[config.mk]
export PLATFORM = sky130hd
export DESIGN_NAME = operating_mode_controller
export DESIGN_NICKNAME = d
export VERILOG_FILES = /design/src/opmode_pkg.sv /design/src/operating_mode_controller.sv /design/src/spi_frame_rx.sv
export SDC_FILE = /design/constraint.sdc
export NUM_CORES = 1
export LEC_CHECK = 0
export BUFFER_PORTS_ARGS = -buffer_cell sky130_fd_sc_hd__buf_4
export CAP_MARGIN = 20
export CORE_MARGIN = 4
export CORE_UTILIZATION = 30
export DETAILED_ROUTE_END_ITERATION = 7
export PLACE_DENSITY = 0.52
export RECOVER_POWER = 100
export SETUP_SLACK_MARGIN = 0.02
export SLEW_MARGIN = 15
export SYNTH_ARGS = -nofsm -noshare
export SYNTH_HDL_FRONTEND = slang
export SYNTH_HIERARCHICAL = 1
export SYNTH_SLANG_ARGS = --single-unit
[constraint.sdc]
create_clock -name clk -period 3.1 [get_ports clk]
set_input_delay 0.155 -clock clk [delete_from_list [all_inputs] [get_ports clk]]
set_output_delay 0.155 -clock clk [all_outputs]
set_load 0.02 [all_outputs]
[src/opmode_pkg.sv]
// constants and types for the operating mode controller
package opmode_pkg;
  localparam int FRAME_BITS = 16;
  localparam int CLK_HZ = 10000000;
  // reset delay time in microseconds, long open window in milliseconds
  localparam int RESET_DELAY_US = 10;
  localparam int LONG_WINDOW_MS = 200;
  localparam int RESET_DELAY_CYC = (RESET_DELAY_US * (CLK_HZ / 1000000) > 0) ?
                                   RESET_DELAY_US * (CLK_HZ / 1000000) : 1;
  localparam int LONG_WINDOW_CYC = LONG_WINDOW_MS * (CLK_HZ / 1000);
  // operating mode field encodings
  localparam logic [2:0] MODE_NORMAL = 3'h0;
  localparam logic [2:0] MODE_SLEEP = 3'h1;
  localparam logic [2:0] MODE_STOP = 3'h2;
  localparam logic [2:0] MODE_RESET = 3'h3;
  // mode field position inside a write frame
  localparam int MODE_LSB = 13;
  localparam int WRITE_BIT = 7;
  typedef enum logic [2:0] {
    ST_INIT = 3'b000,
    ST_NORMAL = 3'b001,
    ST_STOP = 3'b010,
    ST_SLEEP = 3'b011,
    ST_RESTART = 3'b100,
    ST_FAILSAFE = 3'b101
  } opmode_type;
endpackage

[src/operating_mode_controller.sv]
// operating mode state machine of the system basis chip
// Summary of operation
// power-up and soft reset enter init mode
// stop mode keeps main regulator on
// sleep mode switches main regulator off
// wakes from sleep/fail-safe, failures enter restart
// restart leaves for normal after delay
// critical failures enter fail-safe, regulator off
// fail-safe exits on wake or overtemperature clear
// development mode stops the watchdog counter
// development mode still reaches all modes
// strap low during init selects development
// all access uses 16-bit spi frames; code still leaves init on a frame of any length
// controller writes mode field to change mode
// restart clears the operating mode field
// any spi command leaves init for normal
// no trigger in long window: restart
// wakes in init mode are discarded
// normal-mode wake raises interrupt, mode unchanged
// mode change applied after full frame checked
`timescale 1ns/1ps
module operating_mode_controller #(
  parameter int LONG_WINDOW_CYC = opmode_pkg::LONG_WINDOW_CYC,
  parameter int RESET_DELAY_CYC = opmode_pkg::RESET_DELAY_CYC
) (
  input wire logic clk,
  input wire logic rst,
  input wire logic sck,
  input wire logic csN,
  input wire logic mosi,
  input wire logic softReset,
  input wire logic wdFailure,
  input wire logic wdTrigger,
  input wire logic mainUnderVoltage,
  input wire logic failSafeSelect,
  input wire logic overTemp,
  input wire logic busWake,
  input wire logic wakeInputs,
  input wire logic devStrapN,
  output logic mainRegulatorOn,
  output logic mcuResetN,
  output logic wakeIrq,
  output logic watchdogRun,
  output logic devMode,
  output logic [2:0] operatingModeField,
  output logic [2:0] modeState
);
  opmode_pkg::opmode_type state_r, state_nxt;
  logic [15:0] frameData;
  logic frameValid, frameOk;
  logic [2:0] pinSync_r [0:6];
  logic [6:0] pinLvl_r;
  logic [31:0] timer_r;
  logic devMode_r, strapSeen_r;
  logic [2:0] field_r;

  spi_frame_rx #(.FRAME_BITS(opmode_pkg::FRAME_BITS)) rx (
    .clk(clk),
    .rst(rst),
    .sck(sck),
    .csN(csN),
    .mosi(mosi),
    .frameData(frameData),
    .frameValid(frameValid),
    .frameOk(frameOk)
  );

  // pins from outside: three flops, change taken when last two agree
  wire [6:0] pinRaw = {devStrapN, wakeInputs, busWake, overTemp, mainUnderVoltage,
                       wdFailure, softReset};
  genvar gi;
  generate
    for (gi = 0; gi < 7; gi++) begin : g_sync
      always_ff @(posedge clk or posedge rst) begin
        if (rst) begin
          pinSync_r[gi] <= (gi == 6) ? 3'h7 : 3'h0;
          pinLvl_r[gi] <= (gi == 6) ? 1'b1 : 1'b0;
        end else begin
          pinSync_r[gi] <= {pinSync_r[gi][1:0], pinRaw[gi]};
          if (pinSync_r[gi][1] == pinSync_r[gi][2]) pinLvl_r[gi] <= pinSync_r[gi][2];
        end
      end
    end
  endgenerate

  wire softRst = pinLvl_r[0];
  wire failure = pinLvl_r[1] | pinLvl_r[2];
  wire hot = pinLvl_r[3];
  wire wake = pinLvl_r[4] | pinLvl_r[5];
  wire strapLow = !pinLvl_r[6];
  // only a checked full frame with the write bit set carries a mode request
  wire cmd = frameValid;
  wire modeWrite = frameValid && frameOk && frameData[opmode_pkg::WRITE_BIT];
  wire [2:0] reqMode = frameData[opmode_pkg::MODE_LSB +: 3];
  // watchdog expiry only counted while it runs; development mode freezes it
  wire wdRunning = (state_r == opmode_pkg::ST_INIT) && !devMode_r;
  wire windowOut = wdRunning && timer_r >= 32'(LONG_WINDOW_CYC - 1);
  wire delayDone = timer_r >= 32'(RESET_DELAY_CYC - 1);

  always_comb begin
    state_nxt = state_r;
    unique case (state_r)
      opmode_pkg::ST_INIT: begin
        // wakes are simply not looked at here
        if (windowOut) state_nxt = opmode_pkg::ST_RESTART;
        else if (cmd) state_nxt = opmode_pkg::ST_NORMAL;
      end
      opmode_pkg::ST_NORMAL, opmode_pkg::ST_STOP: begin
        if (failure) state_nxt = failSafeSelect ? opmode_pkg::ST_FAILSAFE
                                                : opmode_pkg::ST_RESTART;
        else if (modeWrite) begin
          unique case (reqMode)
            opmode_pkg::MODE_SLEEP: state_nxt = opmode_pkg::ST_SLEEP;
            opmode_pkg::MODE_STOP: state_nxt = opmode_pkg::ST_STOP;
            opmode_pkg::MODE_RESET: state_nxt = opmode_pkg::ST_INIT;
            opmode_pkg::MODE_NORMAL: state_nxt = opmode_pkg::ST_NORMAL;
            default: state_nxt = state_r;
          endcase
        end
      end
      opmode_pkg::ST_SLEEP: begin
        if (wake) state_nxt = opmode_pkg::ST_RESTART;
      end
      opmode_pkg::ST_RESTART: begin
        if (failSafeSelect && failure) state_nxt = opmode_pkg::ST_FAILSAFE;
        else if (!failure && delayDone) state_nxt = opmode_pkg::ST_NORMAL;
      end
      opmode_pkg::ST_FAILSAFE: begin
        if (wake || !hot) state_nxt = opmode_pkg::ST_RESTART;
      end
      default: state_nxt = opmode_pkg::ST_INIT;
    endcase
    if (softRst) state_nxt = opmode_pkg::ST_INIT;
  end

  always_ff @(posedge clk or posedge rst) begin
    if (rst) begin
      state_r <= opmode_pkg::ST_INIT;
      timer_r <= 32'h0;
    end else begin
      state_r <= state_nxt;
      // delay counter restarts on entry and while a failure persists
      // a trigger in init restarts the long window
      if (state_nxt != state_r || (state_r == opmode_pkg::ST_RESTART && failure) ||
          (state_r == opmode_pkg::ST_INIT && wdTrigger))
        timer_r <= 32'h0;
      else if (timer_r != 32'hFFFFFFFF) timer_r <= timer_r + 32'h1;
    end
  end

  // strap followed through the first init stay, frozen once init is left;
  // a single first-edge sample would only see the synchroniser's reset value
  always_ff @(posedge clk or posedge rst) begin
    if (rst) begin
      devMode_r <= 1'b0;
      strapSeen_r <= 1'b0;
    end else if (state_r == opmode_pkg::ST_INIT && !strapSeen_r) begin
      devMode_r <= strapLow;
    end else if (state_r != opmode_pkg::ST_INIT) begin
      strapSeen_r <= 1'b1;
    end
  end

  always_ff @(posedge clk or posedge rst) begin
    if (rst) begin
      field_r <= opmode_pkg::MODE_NORMAL;
      wakeIrq <= 1'b0;
    end else begin
      // cleared on entry, so a read during restart already shows normal
      if (state_nxt == opmode_pkg::ST_RESTART) field_r <= opmode_pkg::MODE_NORMAL;
      else if (state_nxt == opmode_pkg::ST_SLEEP) field_r <= opmode_pkg::MODE_SLEEP;
      else if (state_nxt == opmode_pkg::ST_STOP) field_r <= opmode_pkg::MODE_STOP;
      else if (state_nxt == opmode_pkg::ST_NORMAL) field_r <= opmode_pkg::MODE_NORMAL;
      wakeIrq <= (state_r == opmode_pkg::ST_NORMAL) && wake;
    end
  end

  assign mainRegulatorOn = (state_r != opmode_pkg::ST_SLEEP) &&
                           (state_r != opmode_pkg::ST_FAILSAFE);
  assign mcuResetN = (state_r != opmode_pkg::ST_RESTART) &&
                     (state_r != opmode_pkg::ST_FAILSAFE);
  assign watchdogRun = wdRunning;
  assign devMode = devMode_r;
  assign operatingModeField = field_r;
  assign modeState = state_r;

  sleep_reg_off_a: assert property (@(posedge clk) disable iff (rst)
    state_r == opmode_pkg::ST_SLEEP |-> !mainRegulatorOn) else $error("regulator on in sleep");
  stop_reg_on_a: assert property (@(posedge clk) disable iff (rst)
    state_r == opmode_pkg::ST_STOP |-> mainRegulatorOn) else $error("regulator off in stop");
  failsafe_reg_a: assert property (@(posedge clk) disable iff (rst)
    state_r == opmode_pkg::ST_FAILSAFE |-> !mainRegulatorOn && !mcuResetN)
    else $error("failsafe outputs wrong");
  restart_reset_a: assert property (@(posedge clk) disable iff (rst)
    state_r == opmode_pkg::ST_RESTART |-> !mcuResetN) else $error("mcu not held in restart");
  restart_clear_a: assert property (@(posedge clk) disable iff (rst)
    state_r == opmode_pkg::ST_RESTART |-> field_r == opmode_pkg::MODE_NORMAL)
    else $error("mode field not cleared");
  init_cmd_a: assert property (@(posedge clk) disable iff (rst)
    state_r == opmode_pkg::ST_INIT && frameValid && !windowOut && !softRst
    |=> state_r == opmode_pkg::ST_NORMAL) else $error("init ignored command");
  sleep_wake_a: assert property (@(posedge clk) disable iff (rst)
    state_r == opmode_pkg::ST_SLEEP && wake && !softRst |=> state_r == opmode_pkg::ST_RESTART)
    else $error("sleep wake lost");
  normal_wake_a: assert property (@(posedge clk) disable iff (rst)
    state_r == opmode_pkg::ST_NORMAL && wake |=> wakeIrq) else $error("no wake irq");
  dev_wd_a: assert property (@(posedge clk) disable iff (rst)
    devMode_r |-> !watchdogRun) else $error("watchdog runs in dev mode");
  bad_frame_a: assert property (@(posedge clk) disable iff (rst)
    state_r == opmode_pkg::ST_NORMAL && !failure && !softRst && !(frameValid && frameOk)
    |=> state_r == opmode_pkg::ST_NORMAL) else $error("mode change without frame");
endmodule

[src/spi_frame_rx.sv]
// 16-bit spi slave receiver, mode 0, pulses a checked frame
`timescale 1ns/1ps
module spi_frame_rx #(
  parameter int FRAME_BITS = 16
) (
  input wire logic clk,
  input wire logic rst,
  input wire logic sck,
  input wire logic csN,
  input wire logic mosi,
  output logic [FRAME_BITS-1:0] frameData,
  output logic frameValid,
  output logic frameOk
);
  logic [2:0] sckSync_r, csSync_r, mosiSync_r;
  logic [FRAME_BITS-1:0] shift_r;
  logic [5:0] count_r;
  logic sckLvl_r, csLvl_r;
  wire sckStable = sckSync_r[1] == sckSync_r[2];
  wire csStable = csSync_r[1] == csSync_r[2];
  wire sckRise = sckStable && sckSync_r[2] && !sckLvl_r;
  wire csRise = csStable && csSync_r[2] && !csLvl_r;
  wire active = !csLvl_r;

  always_ff @(posedge clk or posedge rst) begin
    if (rst) begin
      sckSync_r <= 3'h0;
      csSync_r <= 3'h7;
      mosiSync_r <= 3'h0;
    end else begin
      sckSync_r <= {sckSync_r[1:0], sck};
      csSync_r <= {csSync_r[1:0], csN};
      mosiSync_r <= {mosiSync_r[1:0], mosi};
    end
  end

  always_ff @(posedge clk or posedge rst) begin
    if (rst) begin
      sckLvl_r <= 1'b0;
      csLvl_r <= 1'b1;
      shift_r <= '0;
      count_r <= 6'h0;
      frameValid <= 1'b0;
      frameOk <= 1'b0;
      frameData <= '0;
    end else begin
      frameValid <= 1'b0;
      if (sckStable) sckLvl_r <= sckSync_r[2];
      if (csStable) csLvl_r <= csSync_r[2];
      if (csStable && !csSync_r[2] && csLvl_r) count_r <= 6'h0;
      else if (sckRise && active) begin
        shift_r <= {shift_r[FRAME_BITS-2:0], mosiSync_r[2]};
        if (count_r != 6'h3F) count_r <= count_r + 6'h01;
      end
      // frame ends at chip select release; length checked there
      if (csRise) begin
        frameValid <= 1'b1;
        frameOk <= count_r == 6'(FRAME_BITS);
        frameData <= shift_r;
      end
    end
  end
endmodule

==> results.sh <==
export IMPL_status="complete, but fails checks"
export IMPL_violations="max-capacitance violations, max-slew violations"
export IMPL_drv_cap=3
export IMPL_synth_nets=470
export IMPL_clockBufferDepth=2
export IMPL_grt_overflow=0
export IMPL_initialDrtViolationCount=152
export IMPL_r2r_setup_slack_ns=0.27
export IMPL_fp_dieW_um=134
export IMPL_dr_pass1_iters=4
export IMPL_antenna_left=0
export IMPL_crit_required_ns=3.37
export IMPL_grt_max_degree=42
export IMPL_drcViolationCount=0
export IMPL_cts_tree="done"
export IMPL_rsz0062_at_grt="false"
export IMPL_cts_setup_buffers=0
export IMPL_numPortBuffers=23
export IMPL_grt_pass1_wl_um=16500
export IMPL_postSynthCellCount=450
export IMPL_die_area_um2=18000
export IMPL_cp_arrival_ns=3.10
export IMPL_htreeDepth=3
export IMPL_setup_violations=0
export IMPL_cts_root_buf="clkbuf_16"
export IMPL_nets=509
export IMPL_maxSlewHeadroom_pct=-35.8
export IMPL_vdd_ir_drop_max_uv=333
export IMPL_ff_latch_area_um2=2690
export IMPL_hpwl_um=6590
export IMPL_area_growth_pct=15.3
export IMPL_vias=3283
export IMPL_tritoncts_num_buffers=9
export IMPL_cts_clk_slew_worst_paths_ns=0.08
export IMPL_start_util_pct=31.0
export IMPL_slowest_stage="dfrtp_1"
export IMPL_synthesis_area_um2=4790
export IMPL_end_kind="flip-flop"
export IMPL_fmax_mhz=353
export IMPL_finalCriticalPeriod_ns=2.83
export IMPL_drive_gt1_share_pct=10.1
export IMPL_insertion_delay_ns=0.35
export IMPL_startpoint_type="flip-flop"
export IMPL_placed_cell_area_um2=5200
export IMPL_post_cts_resized=0
export IMPL_gp_congestion=0.812
export IMPL_worstMarginPinSlew_ns=2.04
export IMPL_critPathBufInv=2
export IMPL_io_pins=25
export IMPL_holdBufCountCts=11
export IMPL_grt_antenna_before_repair=0
export IMPL_dieHeight_um=134
export IMPL_cp_slowest_stage_delay_ns=0.49
export IMPL_drt_total_wl_um=9480
export IMPL_grt_use_total_pct=11.3
export IMPL_multiInputGateArea_um2=1900
export IMPL_cts_sinks=107
export IMPL_path_max_fanout=32
export IMPL_post_drt_wl_per_cell_um=13.5
export IMPL_nFillCells=1597
export IMPL_crit_chain="clkbuf_1 -> nor4_4 -> o21ai_0 -> a2111oi_2 -> nand4bb_1 -> a21bo_2 -> nand3_1 -> buf_4 -> nor2_1"
export IMPL_syn_mean_instance_area_um2=10.6
export IMPL_final_hold_viol_count=0
export IMPL_core_region_area_um2=15400
export IMPL_clock_skew_ns=0.00841
export IMPL_crit_family="simple AND/OR/NAND/NOR gates"
export IMPL_final_area_um2=5520
export IMPL_first_global_vias=3279
export IMPL_drv_slew=99
export IMPL_worstHoldPathType="reg2reg"
export IMPL_placementRows=45
export IMPL_yosysWarnings=6
export IMPL_leakage_nw=2.44
export IMPL_power_density_nw_per_um2=598
export IMPL_path_class="reg2reg"
export IMPL_viasPerCell=4.66
export IMPL_antenna_cells=0
export IMPL_fin_crit_sh_pct=91.4
export IMPL_setup_tns_ns=0
==> flip-flops by register name, indices dropped and copies added (netlist names) <==
register / flops
devMode: 1
hot: 1
modeState: 3
operatingModeField: 2
pinLvl_r: 5
pinSync_r: 21
rx/count_r: 6
rx/csLvl_r: 1
rx/csSync_r: 3
rx/frameData: 4
rx/frameOk: 1
rx/frameValid: 1
rx/mosiSync_r: 3
rx/sckLvl_r: 1
rx/sckSync_r: 3
rx/shift_r: 16
softRst: 1
strapSeen_r: 1
timer_r: 32
wakeIrq: 1
==> area by class of cell <==
cell class                 count  share of cell area, %
tap                          211                   4.78
timing repair buffer          46                   5.53
inverter                      16                   1.09
sequential                   107                   48.7
clock buffer                  10                   4.15
clock inverter                 6                   1.31
multi-input combinational    309                   34.5
==> final timing paths <==
check | cells after the start | start | endpoint
hold reg to reg | 0 | rx/mosiSync_r[1] | rx/mosiSync_r[2]
setup / recovery | 9 | modeState[0] | timer_r[20]
max in group asynchronous | 4 | rst | timer_r[13]
setup reg to reg | 9 | modeState[0] | timer_r[20]
min in group asynchronous | 3 | rst | pinSync_r[15]
hold / removal | 0 | rx/mosiSync_r[1] | rx/mosiSync_r[2]
==> report_power, final <==
part	internal, mW	switching [mW]	total, mW	leakage [nW]
Combinational	0.192	0.328	0.520	0.923
Clock	0.637	0.522	1.16	0.144
Sequential	1.51	0.113	1.63	1.37
Total	2.34	0.962	3.30	2.44
==> placed cells by master (no fill, tap or decap), types with 4 or more instances in the layout <==
cell	instances
a21oi_1	4
or3_1	5
xnor2_1	10
clkbuf_16	9
and2_1	4
mux2_2	4
dfrtp_1	99
nor3_1	7
dlygate4sd3_1	11
and3_1	9
nand2_1	70
ha_1	6
xor2_1	21
nand3_1	21
nor4_1	8
nand4_1	13
clkbuf_4	9
maj3_1	7
clkbuf_1	19
mux2i_1	5
inv_1	16
dfstp_2	5
o21ai_0	15
nor2_1	48
buf_4	8
==> layer usage <==
metal	GRT usage (%)	vias to the layer above	wire length (um)
met5	0	-	0
met4	3.17	0	108
met3	3.68	7	342
met2	17.7	43	4550
met1	15.0	1616	4480
li1	-	1617	-
==> through the flow <==
stage	total power, mW	std cells	hold WS (ns)	util [%]	setup slack, ns
after detailed placement	2.21	678	0.265	33.7	0.306
after floorplan	2.04	450	0.159	-	0.620
final	3.30	705	0.349	35.8	0.267
after CTS	3.40	705	0.352	36.4	0.262
after global placement	2.20	678	0.265	33.7	0.359
after global routing	3.51	705	0.356	35.8	0.0679
Note: power is estimated with default switching activity, not from simulation.
